`src/ncr_pkg.sv`:
```
// Package with command register layout, encodings and host register map.
package ncr_pkg;
    localparam logic [3:0] NCR_CMD_OFFSET = 4'h0;
    localparam int NCR_HALT_POS = 0;
    localparam int NCR_ACT_POS = 1;
    localparam int NCR_SEND_POS = 2;
    localparam int NCR_RCMD_LO = 3;
    localparam int NCR_RCMD_HI = 5;
    localparam int NCR_PAGE_LO = 6;
    localparam int NCR_PAGE_HI = 7;
    localparam logic [7:0] NCR_CMD_RESET = 8'h01;
    localparam logic [7:0] NCR_ZERO8 = 8'h00;
    localparam logic [2:0] NCR_RCMD_NONE = 3'h0;
    localparam logic [2:0] NCR_RCMD_READ = 3'h1;
    localparam logic [2:0] NCR_RCMD_WRITE = 3'h2;
    localparam logic [2:0] NCR_RCMD_SEND = 3'h3;
    localparam logic [2:0] NCR_RCMD_ABORT = 3'h4;
    localparam logic [1:0] NCR_PAGE0 = 2'h0;
    // Host register map of its own command port.
    localparam logic [1:0] NCR_HOST_CMD = 2'h0;
    localparam logic [1:0] NCR_HOST_STAT = 2'h1;
    localparam logic [1:0] NCR_HOST_DATA = 2'h2;
    localparam logic [1:0] NCR_HOST_ADDR = 2'h3;
endpackage : ncr_pkg

```
`src/ncr_if.sv`:
```
// Interface joining the host end and the command register end.
interface ncr_if;
    logic [3:0] reg_addr;
    logic [7:0] reg_wdata;
    logic reg_wr;
    logic reg_rd;
    logic [7:0] reg_rdata;
    modport dev (input reg_addr, input reg_wdata, input reg_wr, input reg_rd, output reg_rdata);
    modport host (output reg_addr, output reg_wdata, output reg_wr, output reg_rd,
        input reg_rdata);
endinterface : ncr_if

```
`src/ncr_device.sv`:
```
// Command register logic of the network interface core.
// Functional notes
// - Halt bit takes core offline as soft reset.
// - Frames in progress finish before reset state.
// - Host clears halt and sets activate to leave.
// - Reset indication flag set when reset effective.
// - Power-up: halt reads one, activate zero.
// - Halt after start: both bits read set.
// - Activate bit starts core after any reset.
// - Send bit starts frame, self-clears when done.
// - Host programs count and page before send.
// - Writing zero to send bit does nothing.
// - Host rewrites remote field with send bit.
// - Reissued remote command without count ends immediately.
// - Host starts remote DMA with send zero.
// - Host never overlaps remote read and write.
// - Page, abort and halt writable any time.
// - Remote field top bit aborts remote DMA.
// - Host clears remote count after abort.
// - Abort keeps current remote address unchanged.
// - Remote field encodes read, write, send, abort.
// - Page bits select register page.
//
// Design decision made here: the strobed register port.
module ncr_device
    import ncr_pkg::*;
(
    input wire logic ref_clk,
    input wire logic rst,
    ncr_if.dev bus,
    input wire logic [7:0] page_rdata,
    input wire logic rx_busy,
    input wire logic tx_done,
    input wire logic tx_abort,
    input wire logic rdma_done,
    input wire logic rcount_reloaded,
    output logic core_active,
    output logic reset_flag,
    output logic tx_start,
    output logic [2:0] rdma_cmd,
    output logic rdma_active,
    output logic rdma_start,
    output logic rdma_abort,
    output logic [1:0] page_sel,
    output logic [3:0] page_addr,
    output logic page_wr,
    output logic page_rd
);
    // Stored command bits, their readback view and the write decode.
    logic halt_bit;
    logic act_bit;
    logic send_bit;
    logic [7:0] rdata;
    logic [7:0] cmd_view;
    logic cmd_hit;
    logic cmd_wr;
    logic [2:0] wr_rcmd;
    logic wr_abort;
    logic wr_send;
    logic running;
    logic reissue;
    logic halting;

    // Decode of a host write aimed at the command register.
    // Any other offset is left to the page registers outside this block.
    assign cmd_hit = (bus.reg_addr == NCR_CMD_OFFSET);
    assign cmd_wr = bus.reg_wr && cmd_hit;
    assign wr_rcmd = bus.reg_wdata[NCR_RCMD_HI:NCR_RCMD_LO];
    assign wr_abort = wr_rcmd[NCR_RCMD_HI - NCR_RCMD_LO];
    assign wr_send = bus.reg_wdata[NCR_SEND_POS];

    // The core runs while activated and no halt is pending.
    assign running = act_bit && !halt_bit;

    // A halt only sets the reset indication when no frame is moving.
    // Until then the reset indication stays low, so software can poll it.
    assign halting = halt_bit && !rx_busy && !send_bit;

    // The same remote command written again together with a send, with no new
    // count loaded, must end the running remote transfer at once.
    assign reissue = rdma_active && wr_send && (wr_rcmd == rdma_cmd) && !rcount_reloaded;

    // Halt and activate bits; a halt keeps activate set as it was, so that a
    // core halted from start mode reads back with both bits high.
    // Activate only drops when a write has neither halt nor activate set.
    always_ff @(posedge ref_clk or posedge rst) begin
        if (rst) begin
            halt_bit <= NCR_CMD_RESET[NCR_HALT_POS];
            act_bit <= NCR_CMD_RESET[NCR_ACT_POS];
        end else if (cmd_wr) begin
            halt_bit <= bus.reg_wdata[NCR_HALT_POS];
            if (bus.reg_wdata[NCR_ACT_POS]) begin
                act_bit <= 1'b1;
            end else if (!bus.reg_wdata[NCR_HALT_POS]) begin
                act_bit <= 1'b0;
            end
        end
    end

    // Core state and reset indication. The core goes offline at once on a
    // halt, so no new frame is started; the indication waits until the last
    // frame in flight has finished.
    always_ff @(posedge ref_clk or posedge rst) begin
        if (rst) begin
            core_active <= 1'b0;
            reset_flag <= 1'b1;
        end else begin
            core_active <= running;
            if (halting) begin
                reset_flag <= 1'b1;
            end else if (running) begin
                reset_flag <= 1'b0;
            end
        end
    end

    // Send bit: only a written one sets it, and only on a running core that is
    // not already sending; completion or abort of the frame clears it.
    // A completion seen while no frame is pending is simply ignored.
    always_ff @(posedge ref_clk or posedge rst) begin
        if (rst) begin
            send_bit <= 1'b0;
            tx_start <= 1'b0;
        end else begin
            tx_start <= 1'b0;
            if (cmd_wr && wr_send && !send_bit && running) begin
                send_bit <= 1'b1;
                tx_start <= 1'b1;
            end else if (tx_done || tx_abort) begin
                send_bit <= 1'b0;
            end
        end
    end

    // Remote command field with its start and abort pulses. A top bit aborts
    // at any time; other codes start a transfer when none is running. Code
    // zero is not allowed and leaves everything as it was. A completion that
    // meets a plain rewrite of the running command is never lost.
    always_ff @(posedge ref_clk or posedge rst) begin
        if (rst) begin
            rdma_cmd <= NCR_RCMD_ABORT;
            rdma_active <= 1'b0;
            rdma_start <= 1'b0;
            rdma_abort <= 1'b0;
        end else begin
            rdma_start <= 1'b0;
            rdma_abort <= 1'b0;
            if (cmd_wr && wr_abort) begin
                rdma_cmd <= wr_rcmd;
                rdma_active <= 1'b0;
                rdma_abort <= rdma_active;
            end else if (cmd_wr && wr_rcmd != NCR_RCMD_NONE) begin
                rdma_cmd <= wr_rcmd;
                if (reissue) begin
                    rdma_active <= 1'b0;
                end else if (!rdma_active) begin
                    rdma_active <= 1'b1;
                    rdma_start <= 1'b1;
                end else if (rdma_done) begin
                    rdma_active <= 1'b0;
                end
            end else if (rdma_done) begin
                rdma_active <= 1'b0;
            end
        end
    end

    // Page select bits, writable at any time, even while a frame or a remote
    // transfer is in progress.
    always_ff @(posedge ref_clk or posedge rst) begin
        if (rst) begin
            page_sel <= NCR_PAGE0;
        end else if (cmd_wr) begin
            page_sel <= bus.reg_wdata[NCR_PAGE_HI:NCR_PAGE_LO];
        end
    end

    // Other offsets pass through to the selected page; the page registers
    // decode the page select bits themselves.
    assign page_addr = bus.reg_addr;
    assign page_wr = bus.reg_wr && !cmd_hit;
    assign page_rd = bus.reg_rd && !cmd_hit;

    // Command register view, assembled field by field for readback.
    // Keeping it apart from the read flop keeps the field layout in one place.
    always_comb begin
        cmd_view = NCR_ZERO8;
        cmd_view[NCR_HALT_POS] = halt_bit;
        cmd_view[NCR_ACT_POS] = act_bit;
        cmd_view[NCR_SEND_POS] = send_bit;
        cmd_view[NCR_RCMD_HI:NCR_RCMD_LO] = rdma_cmd;
        cmd_view[NCR_PAGE_HI:NCR_PAGE_LO] = page_sel;
    end

    // Read data one cycle after the read strobe, held until the next read.
    // The command offset is answered here; every other one by the page.
    always_ff @(posedge ref_clk or posedge rst) begin
        if (rst) begin
            rdata <= NCR_ZERO8;
        end else if (bus.reg_rd) begin
            if (cmd_hit) begin
                rdata <= cmd_view;
            end else begin
                rdata <= page_rdata;
            end
        end
    end
    assign bus.reg_rdata = rdata;
endmodule : ncr_device

```
`src/flat_wrapper.sv`:
```
// flat-port wrapper written by rule: the top's interface ports become plain ports
module ncr_device_flat import ncr_pkg::*;
  (ref_clk, rst, page_rdata, rx_busy, tx_done, tx_abort, rdma_done, rcount_reloaded, core_active, reset_flag, tx_start, rdma_cmd, rdma_active, rdma_start, rdma_abort, page_sel, page_addr, page_wr, page_rd, bus_reg_addr, bus_reg_wdata, bus_reg_wr, bus_reg_rd, bus_reg_rdata);
  ncr_if bus_i ();
  input wire logic ref_clk;
  input wire logic rst;
  input wire logic [7:0] page_rdata;
  input wire logic rx_busy;
  input wire logic tx_done;
  input wire logic tx_abort;
  input wire logic rdma_done;
  input wire logic rcount_reloaded;
  output logic core_active;
  output logic reset_flag;
  output logic tx_start;
  output logic [2:0] rdma_cmd;
  output logic rdma_active;
  output logic rdma_start;
  output logic rdma_abort;
  output logic [1:0] page_sel;
  output logic [3:0] page_addr;
  output logic page_wr;
  output logic page_rd;
  input wire logic [$bits(bus_i.reg_addr)-1:0] bus_reg_addr;
  input wire logic [$bits(bus_i.reg_wdata)-1:0] bus_reg_wdata;
  input wire logic [$bits(bus_i.reg_wr)-1:0] bus_reg_wr;
  input wire logic [$bits(bus_i.reg_rd)-1:0] bus_reg_rd;
  output wire logic [$bits(bus_i.reg_rdata)-1:0] bus_reg_rdata;
  assign bus_i.reg_addr = bus_reg_addr;
  assign bus_i.reg_wdata = bus_reg_wdata;
  assign bus_i.reg_wr = bus_reg_wr;
  assign bus_i.reg_rd = bus_reg_rd;
  assign bus_reg_rdata = bus_i.reg_rdata;
  ncr_device u_core (.ref_clk(ref_clk), .rst(rst), .bus(bus_i), .page_rdata(page_rdata), .rx_busy(rx_busy), .tx_done(tx_done), .tx_abort(tx_abort), .rdma_done(rdma_done), .rcount_reloaded(rcount_reloaded), .core_active(core_active), .reset_flag(reset_flag), .tx_start(tx_start), .rdma_cmd(rdma_cmd), .rdma_active(rdma_active), .rdma_start(rdma_start), .rdma_abort(rdma_abort), .page_sel(page_sel), .page_addr(page_addr), .page_wr(page_wr), .page_rd(page_rd));
endmodule
```
`config.mk`:
```
export PLATFORM = sky130hd
export DESIGN_NAME = ncr_device_flat
export DESIGN_NICKNAME = d
export VERILOG_FILES = /design/src/ncr_pkg.sv /design/src/ncr_if.sv /design/src/ncr_device.sv /design/src/flat_wrapper.sv
export SDC_FILE = /design/constraint.sdc
export NUM_CORES = 1
export LEC_CHECK = 0
export BUFFER_PORTS_ARGS = -buffer_cell sky130_fd_sc_hd__buf_2
export CAP_MARGIN = 5
export CORE_MARGIN = 3
export CORE_UTILIZATION = 43
export DETAILED_ROUTE_END_ITERATION = 6
export PLACE_DENSITY = 0.77
export RECOVER_POWER = 50
export SLEW_MARGIN = 15
export SYNTH_ARGS = -nofsm -noshare
export SYNTH_HDL_FRONTEND = slang
export SYNTH_SLANG_ARGS = --single-unit
```
`constraint.sdc`:
```
create_clock -name ref_clk -period 1.55 [get_ports ref_clk]
set_input_delay 0.155 -clock ref_clk [delete_from_list [all_inputs] [get_ports ref_clk]]
set_output_delay 0.155 -clock ref_clk [all_outputs]
set_load 0.1 [all_outputs]
```
---- Word level (Yosys, flattened, before mapping) ----
Cells that the tools add are included.
word-level totals
  register bits ........................... 22
  word-level logic and storage cells ...... 62
  input port bits ......................... 29
cells by class
  equality and inequality tests ........... 2
  reduce and logical (&&, ||, !) cells .... 27
  mux-type cells .......................... 21
operator list
  kind                                                                     count
  1-bit 2-to-1 mux                                                         18
  1-bit logical AND                                                        14
  8-bit 2-to-1 mux                                                         1
  3-bit 2-to-1 mux                                                         2
  2-bit nonzero test                                                       3
  3-bit nonzero test                                                       2
  1-bit zero test                                                          5
  4-bit zero test                                                          1
  3-bit equality test                                                      1
  2-bit by 1-bit inequality test with 1-bit output, second input constant  1
  2-bit AND reduction                                                      1
  1-bit logical OR                                                         1

---- Logic depth before layout (Yosys ltp) ----
Gate-level depths: netlist of the first run.
  depth in word-level cells ............... 6
  mapped depth ............................ 5
  mapped depth without buffers ............ 4

---- Worst setup path after synthesis of the first run ----
No wires, ideal clock.
  path type ............................... input to output
  start ................................... input bus_reg_rd
  end ..................................... output page_rd
  required time ........................... 1.395 ns
  slack ................................... -0.355 ns
  path buffers ............................ 1
  cell stages on the path ................. 2
  data arrival time ....................... 1.750 ns
  cell sequence ........................... clkbuf_1 -> nor2b_1
between the ends
  cells in the longest elaborated chain, start to end .. 1
RTL lines
  element            RTL line            RTL
  from (decl)        flat_wrapper.sv:27  input wire logic [$bits(bus_i.reg_rd)-1:0] bus_reg_rd;
  1-bit logical AND  ncr_device.sv:182   assign page_rd = bus.reg_rd && !cmd_hit;
  to (decl)          flat_wrapper.sv:23  output logic page_rd;
Every way passes these cells.

---- Worst setup path in the final report of the first run ----
  start ................................... register u_core.rdma_cmd[2]
  end ..................................... output rdma_cmd[2]
RTL lines
  element                 RTL line            RTL
  from (decl)             ncr_device.sv:40    output logic [2:0] rdma_cmd,
  from (signal assigned)  ncr_device.sv:149   rdma_cmd <= wr_rcmd;
  from (signal assigned)  ncr_device.sv:153   rdma_cmd <= wr_rcmd;
  to (decl)               flat_wrapper.sv:16  output logic [2:0] rdma_cmd;
No word-level cell between the ends.

==> results of run 1 <==
## metal layers
layer | GRT usage | part of all wire | vias up
met5 | 0 | 0 | -
met4 | 0.0913 | 0.011 | 0
met3 | 0.0409 | 0.085 | 4
met2 | 0.311 | 0.49 | 36
met1 | 0.222 | 0.41 | 430
li1 | - | - | 439
## kinds of logic (layout without fill, tap and decap cells)
kind of cell	after synthesis	after routing
DFF	22	22
xor gates and xnor gates	1	1
buffers and inverters	10	65
AOI/OAI and AO/OA	20	20
and+or+nand+nor	36	36
muxes	8	8
## through the flow
step	power (uW)	hold WS (ps)	instance area, sq um	cells
after global routing	1900	20.7	1320	179
final	1830	39.4	1320	179
after CTS	1840	29.3	1340	179
after global placement	1560	181	1300	174
after detailed placement	1580	186	1300	174
after floorplan	1420	142	1020	97
## worst max-delay path by stage
stage | endpoint | depth (start not counted)
after CTS | rdma_cmd[2] | 1
after detailed placement | u_core.rdma_cmd[0] | 5
final | rdma_cmd[2] | 1
after global placement | page_wr | 5
after global routing | rdma_cmd[2] | 1
after floorplan | u_core.rdma_active | 4
## sequential cells by signal, summed over array words and instances (netlist names)
register / cells
u_core.rdma_start: 1
u_core.core_active: 1
u_core.act_bit: 1
u_core.tx_start: 1
u_core.rdma_cmd: 3
u_core.rdma_abort: 1
u_core.send_bit: 1
u_core.page_sel: 2
u_core.bus.reg_rdata: 8
u_core.rdma_active: 1
u_core.reset_flag: 1
u_core.halt_bit: 1
## placed cells by master (no fill, tap or decap), drive strengths merged, types with 3 or more instances in the layout
cell,n
buf,51
dfrtp,19
nand2,12
nor2,11
clkbuf,11
mux2i,8
a21oi,8
o21ai,6
nor2b,3
dfstp,3
## power groups by stage
stage / Combinational [uW] / Clock (uW) / Sequential [uW]
2_1_floorplan: 186 / 0 / 1240
4_1_cts: 834 / 272 / 737
3_5_place_dp: 832 / 0 / 746
3_3_place_gp: 823 / 0 / 741
5_1_grt: 860 / 297 / 746
6_report: 826 / 270 / 734
## cell type report
class | instances | area [sq um] | share of cell area
repair buffers | 59 | 299 | 0.226
inverters | 2 | 7.51 | 0.00567
multi-input cells | 65 | 400 | 0.302
flip-flops and latches | 22 | 557 | 0.421
clock buffers | 4 | 26.3 | 0.0198
well taps | 27 | 33.8 | 0.0255
==> impl_metrics.ini, run 1 <==
[floorplanning]
io_pins = 54
core_area_sq_um = 2080
dieArea_sq_um = 2970
fp-row-count = 16
die_y_um = 54.5
fp.dieW_um = 54.5
initial_core_util = 0.485

[hold_path]
hold_path.class = in2reg
worstHoldPathCells = 3
min_from = bus_reg_wdata[6]
hold_end = u_core.page_sel[0]

[critical_path]
path_buf_inv = 1
end_kind = output pin
reg2reg_to = u_core.rdma_active
crit_fanout = 4
r2r_slack_ps = 340
cpLargestDelayFamily = flip-flops
crit_start = u_core.rdma_cmd[2]
arrival_ps = 1310
crit_chain = buf_2
worst-r2r-cell-count = 4
crit_required_ps = 1390
cpPeakStageDelay_ps = 580
worst_setup_path_start_kind = register
critPathKind = reg2out
crit_slowest_cell = dfstp_2
r2r-start = u_core.rdma_cmd[0]

[cells_and_area]
fin_util = 0.636
fin_nets = 182
synthToLayoutAreaGrowth_pct = 31.1
antenna_cells = 0
num-fill-cells = 195
drive_gt1_frac = 0.408

[route]
vias = 909
avgRoutedWirePerCell_um = 13.6
drt-pass1-iter-count = 4
remaining_drc_errors = 0
drt-vias-per-instance = 5.08
ant_nets = 0
routed_wl_mm = 2.44
drt_iter0_markers = 9

[synth]
yosys.area_share.simple = 0.187
synth_nets = 126
synth_area_sq_um = 1010
ys_warn_count = 0
synth_edf_count = 0
synth_top_cells_by_count = 19 x dfrtp_1, 12 x nand2_1, 11 x nor2_1
avgSynthCellArea_sq_um = 10.4
netlist-cell-type-count = 26
synthTopCellsByArea = dfrtp_1 47%, mux2i_1 7.9%, dfstp_2 7.8%, buf_4 4.5%, nand2_1 4.5%
synth_top_family_by_area = simple AND/OR/NAND/NOR gates
synthMuxAreaShare = 0.0793
ys_ff_latch = 22
yosys.area_share.xor_xnor = 0.00867
synth-seq-area-share = 0.549
yosysMostFrequentCell = dfrtp_1
yosysTopAreaCell = dfrtp_1
synth_top_cell_area_share = 0.471
synth_compound_area_frac = 0.116
synthAdderAreaFrac = 0
synthCells = 97
ys.flop_type = dfrtp_1
synthArstFlopShare = 1.00

[clocking]
clk_transition_reported_paths_ps = 120
numCtsBuffers = 3
root_buffer = clkbuf_4
cts_setup_buffers = 0
max-clock-path-buffers = 2
clk_latency_ps = 300
htree_levels = 1
cts_tree = done
clock_sinks = 22
cts.repair.resized = 0
ctsHoldBuffers = 1

[sta]
relSlewSlack = 0.224
grt_setup_unrepaired = no
clock.fmax_ghz = 0.682
fin_skew_ps = 1.46
setup_tns_ps = 0
finalCriticalPeriod_ps = 1470
setup_viol_count_final = 0
fin_crit_sh = 0.946
setup_slack_ps = 84.1
hold_viol = 0
worst_slew_pin_slew_ps = 1170
slew_viol_final = 0

[grt]
grt_max_degree = 17
grt_first_pass_wirelength_mm = 3.86
grt_use_total = 0.185
overflow = 0
antenna_found_initial = 0
grt_pass1_vias = 892

[run]
maxCapViolCount = 0

[power_and_ir_drop]
comb_power_share = 0.451
swShare = 0.503
seqPwrFrac = 0.401
p_sw_uw = 921
vdd_drop_max_uv = 829
internal-power_uw = 909
pwr-share-clk = 0.148
p_leak_uw = 0.000670
powerDensity_nw_per_um2 = 1380

[outcome]
outcome = finished, final reports clean

[placement]
hpwl_mm = 1.95
io_buffers = 53
gp_congestion = 0.790
pre_cts_ws_ps = 97.4
No activity file was read; power rests on OpenSTA's default activity.
==> run 2: changes to the inputs <==
--- a/config.mk
+++ b/config.mk
@@ -7,10 +7,12 @@
 export LEC_CHECK = 0
 export BUFFER_PORTS_ARGS = -buffer_cell sky130_fd_sc_hd__buf_2
 export CAP_MARGIN = 5
+export CORE_ASPECT_RATIO = 1.75
 export CORE_MARGIN = 3
-export CORE_UTILIZATION = 43
+export CORE_UTILIZATION = 39
 export DETAILED_ROUTE_END_ITERATION = 6
-export PLACE_DENSITY = 0.77
+export GPL_TIMING_DRIVEN = 0
+export PLACE_DENSITY = 0.74
 export RECOVER_POWER = 50
 export SLEW_MARGIN = 15
 export SYNTH_ARGS = -nofsm -noshare
==> constraint.sdc (replaced) <==
create_clock -name ref_clk -period 1.2 [get_ports ref_clk]
set_input_delay 0.12 -clock ref_clk [delete_from_list [all_inputs] [get_ports ref_clk]]
set_output_delay 0.12 -clock ref_clk [all_outputs]
set_load 0.1 [all_outputs]
==> run 2 against run 1 <==
Against the previous run:
- the run now ends with setup timing left
- register-to-register slack worse by 500 ps
- core utilization hardly changed
- via count is 2.9% higher
- final area is 15% higher
- worst setup slack worse by 240 ps
- global-route usage is 0.42 points lower
- sequential power is 33% higher
- critical path type is now reg2reg
- critical endpoint is now u_core.rdma_active
==> impl_metrics.ini, run 2 (same netlist as run 1, synthesis figures left out) <==
[power_and_ir_drop]
total_power_uw = 2610
comb_power_share = 0.450
seqPwrFrac = 0.372
pwr-share-clk = 0.177
swShare = 0.465
p_sw_uw = 1220
p_leak_uw = 0.000782
internal-power_uw = 1400
powerDensity_nw_per_um2 = 1720
vdd_drop_max_uv = 939

[sta]
grt_setup_unrepaired = yes
setup_viol_count_final = 8
relSlewSlack = 0.460
fin_crit_sh = 1.13
hold_viol = 0
setup_slack_ps = -155
finalCriticalPeriod_ps = 1360
clock.fmax_ghz = 0.738
worst_slew_pin_slew_ps = 809
slew_viol_final = 0
fin_skew_ps = 5.41

[cells_and_area]
drive_gt1_frac = 0.524
largest_register_ffs = 8
multi_input_area_sq_um = 403
synthToLayoutAreaGrowth_pct = 50.3
antenna_cells = 0
final_cell_mix = 37 x buf_2, 21 x buf_4, 14 x dfrtp_1, 12 x nand2_1, 11 x nor2_1
layout_commonest_cell = buf_2
fin_nets = 196
num-fill-cells = 205
final-seq-area_sq_um = 569

[route]
drt_iter0_markers = 38
vias = 935
avgRoutedWirePerCell_um = 14.3
remaining_drc_errors = 0
routed_wl_mm = 2.74
ant_nets = 0
drt-pass1-iter-count = 4
drt-vias-per-instance = 4.90

[clocking]
clk_transition_reported_paths_ps = 80
htree_levels = 1
max-clock-path-buffers = 2
numCtsBuffers = 3
clk_latency_ps = 260
clock_sinks = 22
cts_tree = done
root_buffer = clkbuf_8

[grt]
antenna_found_initial = 0
grt_use_total = 0.181
overflow = 0
grt_max_degree = 23
grt_first_pass_wirelength_mm = 4.30
grt_pass1_vias = 940

[floorplanning]
die_y_um = 73.3
fp-row-count = 23
initial_core_util = 0.423
fp.dieW_um = 44.5
io_pins = 54
core_area_sq_um = 2390
dieArea_sq_um = 3260

[outcome]
outcome = finished with violations
violations = setup timing

[critical_path]
cpPeakStageDelay_ps = 500
arrival_ps = 1480
crit_fanout = 4
crit_required_ps = 1330
worst-path-stages = 4
critPathKind = reg2reg
crit_chain = nor4bb_2 > a31oi_1 > nor4_1 > o32ai_1
cpLargestDelayFamily = simple AND/OR/NAND/NOR gates
worst-r2r-cell-count = 4
crit_slowest_cell = dfrtp_4
end_kind = register
path_buf_inv = 0
worst_setup_path_start_kind = register

[placement]
pre_cts_ws_ps = -243
io_buffers = 52
gp_congestion = 0.661
hpwl_mm = 2.05

[hold_path]
hold_path.class = in2async

[run]
maxCapViolCount = 0
==> run 2: cell types whose count changed in the layout (fill, tap and decap cells not counted), sizes merged <==
| cell | before | now |
|---|---|---|
| clkbuf | 11 | 15 |
| dlygate4sd3 | 1 | 0 |
| buf | 51 | 62 |
==> run 2: layer usage <==
metal  global-route usage  vias up  part of all wire
met4               0.0805        0             0.023
met1                0.193      441              0.35
met5                    0        -                 0
met3               0.0417        6             0.044
li1                     -      461                 -
met2                0.323       27              0.58
==> run 2: repair_timing <==
action / in CTS / in global routing
endpoints found under the setup margin: 8 / 14
endpoints found under the hold margin: 0 / 0
hold buffers: 0 / 0
pin swaps: 1 / 2
setup buffers: 3 / 10
resized for setup: 11 / 8
==> run 2: power by group through the flow <==
stage | Clock [uW] | Sequential (uW) | Combinational [uW]
floorplan | 0 | 1620 | 241
global placement | 0 | 974 | 1070
detailed placement | 0 | 981 | 1080
CTS | 474 | 972 | 1160
global route | 508 | 992 | 1230
finish | 464 | 974 | 1180
==> run 2: final cells by class <==
type	count	share of cell area
Sequential cell	22	0.375
Clock buffer	4	0.0297
Inverter	2	0.00495
Buffer	8	0.0396
Tap cell	25	0.0206
Timing Repair Buffer	65	0.265
Multi-Input combinational cell	65	0.265
==> run 2: final timing paths <==
path                               startpoint                 end  slack (ps)
setup / recovery           u_core.rdma_cmd[0]  u_core.rdma_active        -160
hold reg to reg               u_core.halt_bit     u_core.halt_bit         490
hold / removal                            rst  u_core.rdma_cmd[0]           9
min in group ref_clk         bus_reg_wdata[7]  u_core.page_sel[1]          50
setup reg to reg           u_core.rdma_cmd[0]  u_core.rdma_active        -160
max in group asynchronous                 rst  u_core.rdma_cmd[1]         610
==> run 2: worst register-to-register path, cell delays in order (launching register included) <==
cell and delay (ps):
dfrtp_4 500, nor4bb_2 310, a31oi_1 70, nor4_1 220
o32ai_1 130
==> run 2: through the flow <==
| step | TNS, ps | util | hold WS [ps] | area [sq um] | std cells |
|---|---|---|---|---|---|
| floorplan | -423 | - | 107 | 1030 | 97 |
| global placement | -2790 | 0.555 | 300 | 1330 | 174 |
| detailed placement | -3510 | 0.555 | 321 | 1330 | 174 |
| CTS | -209 | 0.598 | 37.1 | 1430 | 181 |
| global route | -936 | 0.635 | 43.7 | 1520 | 191 |
| finish | -288 | 0.635 | 9.19 | 1520 | 191 |
==> run 3: changes to the inputs <==
--- a/config.mk
+++ b/config.mk
@@ -7,14 +7,17 @@
 export LEC_CHECK = 0
 export BUFFER_PORTS_ARGS = -buffer_cell sky130_fd_sc_hd__buf_2
 export CAP_MARGIN = 5
+export CELL_PAD_IN_SITES_DETAIL_PLACEMENT = 0
+export CELL_PAD_IN_SITES_GLOBAL_PLACEMENT = 1
 export CORE_ASPECT_RATIO = 1.75
 export CORE_MARGIN = 3
-export CORE_UTILIZATION = 39
+export CORE_UTILIZATION = 28
 export DETAILED_ROUTE_END_ITERATION = 6
 export GPL_TIMING_DRIVEN = 0
-export PLACE_DENSITY = 0.74
+export PLACE_DENSITY_LB_ADDON = 0.1
 export RECOVER_POWER = 50
 export SLEW_MARGIN = 15
 export SYNTH_ARGS = -nofsm -noshare
 export SYNTH_HDL_FRONTEND = slang
 export SYNTH_SLANG_ARGS = --single-unit
+export TNS_END_PERCENT = 100
==> run 3 against run 2 <==
Against the previous run:
- the flow still finishes with violations (setup timing)
- final cell count grew 7.9%
- global-route usage shrank 6.0 points
- sequential share of layout area up 0.19 points
- clock-buffer cell count unchanged
- worst hold slack improved by 14 ps
- critical endpoint unchanged
- clock power rose by 12%
- highest routed layer unchanged
- worst setup slack better by 90 ps
- via count decreased by 2.9%
- critical path type unchanged
- clock skew is 1.9 ps lower
==> impl_metrics.ini, run 3 (same netlist as run 1, synthesis figures left out) <==
[outcome]
outcome = finished with violations
violations = setup timing

[floorplanning]
core_area_sq_um = 3430
die_y_um = 85.4
io_pins = 54
initial_core_util = 0.294
fp.dieW_um = 51.4
dieArea_sq_um = 4390
fp-row-count = 28

[clocking]
root_buffer = clkbuf_8
clock_sinks = 22
htree_levels = 1
clk_latency_ps = 260
cts_tree = done
numCtsBuffers = 3
ctsHoldBuffers = 0
max-clock-path-buffers = 2
clk_transition_reported_paths_ps = 80

[critical_path]
crit_slowest_cell = dfrtp_4
worst-r2r-cell-count = 4
arrival_ps = 1400
cpPeakStageDelay_ps = 490
crit_required_ps = 1330
worst_setup_path_start_kind = register
crit_fanout = 4
end_kind = register
critPathKind = reg2reg
crit_chain = nor4bb_1 > a31oi_1 > nor4_1 > o32ai_1

[power_and_ir_drop]
powerDensity_nw_per_um2 = 1750
total_power_uw = 2640
p_leak_uw = 0.000759
vdd_drop_max_uv = 785

[grt]
antenna_found_initial = 0
grt_max_degree = 23
grt_use_total = 0.121
grt_first_pass_wirelength_mm = 4.00
grt_pass1_vias = 907
overflow = 0

[sta]
hold_viol = 0
setup_slack_ps = -65.5
setup_tns_ps = -105
fin_skew_ps = 3.50
worst_slew_pin_slew_ps = 842
holdWs_ps = 23.5
setup_viol_count_final = 3
clock.fmax_ghz = 0.790
relSlewSlack = 0.438
slew_viol_final = 0
finalCriticalPeriod_ps = 1270
fin_crit_sh = 1.05
grt_setup_unrepaired = yes

[placement]
dp.cells = 194
io_buffers = 52
pre_cts_ws_ps = -248
hpwl_mm = 2.03
gp_congestion = 0.710

[route]
drt_iter0_markers = 17
vias = 908
drt-vias-per-instance = 4.41
drt-pass1-iter-count = 4
routed_wl_mm = 2.57
remaining_drc_errors = 0
avgRoutedWirePerCell_um = 12.5
ant_nets = 0

[cells_and_area]
largest_register_ffs = 8
final_cell_mix = 40 x buf_2, 16 x buf_4, 14 x dfrtp_1, 12 x nand2_1, 11 x nor2_1
layout_commonest_cell = buf_2
layoutNonFillerInstCount = 206
fin_nets = 191
drive_gt1_frac = 0.516
antenna_cells = 0
synthToLayoutAreaGrowth_pct = 49.6

[run]
maxCapViolCount = 0

[hold_path]
hold_path.class = in2async
run 3: changes by cell type in the layout (fill, tap and decap cells not counted), sizes merged:
cell and delta:
clkbuf -2, buf -3
run 3: final cells by class:
type	count	area (sq um)
flip-flops and latches	22	569
inverters	2	7.51
fillers	410	1920
repair buffers	60	357
multi-input cells	65	409
clock buffers	4	55.1
plain buffers	8	56.3
well taps	45	56.3
run 3: metrics by stage:
step,instance area [sq um],util
2_1_floorplan,1030,-
3_3_place_gp,1350,0.394
3_5_place_dp,1350,0.394
4_1_cts,1450,0.423
5_1_grt,1510,0.440
6_report,1510,0.440
run 3: worst paths after layout:
check / startpoint / endpoint / slack, ps
max in group asynchronous: rst / u_core.rdma_cmd[1] / 570
max: u_core.rdma_cmd[0] / u_core.rdma_active / -70
min in group ref_clk: bus_reg_wdata[6] / u_core.page_sel[0] / 50
max reg2reg: u_core.rdma_cmd[0] / u_core.rdma_active / -70
min: rst / u_core.rdma_cmd[0] / 20
min reg2reg: u_core.act_bit / u_core.reset_flag / 480
run 3: timing repair:
item | in CTS | in global routing
pin swaps | 2 | 1
endpoints found under the setup margin | 7 | 11
setup buffers | 2 | 6
gates cloned | 0 | 0
resized for setup | 10 | 4
run 3: per-layer routing:
metal,wire length (um),vias to the layer above,global-route usage,share of wire
li1,-,452,-,-
met1,883,431,0.121,0.34
met2,1520,23,0.233,0.59
met3,139,2,0.0193,0.054
met4,25,0,0.0501,0.0097
met5,0,-,0,0
run 3: worst max-delay path, delay by kind of cell (launching register included):
kind	cells	cell delay [ps]
flip-flops	1	490
AND/OR/NAND/NOR	2	440
AO/OA/AOI/OAI	2	200
run 3: where the power goes:
group          switching, uW  total [uW]  internal (uW)
combinational            891        1150            260
sequential              84.1         967            883
clock                    229         521            292
total                   1200        2640           1430
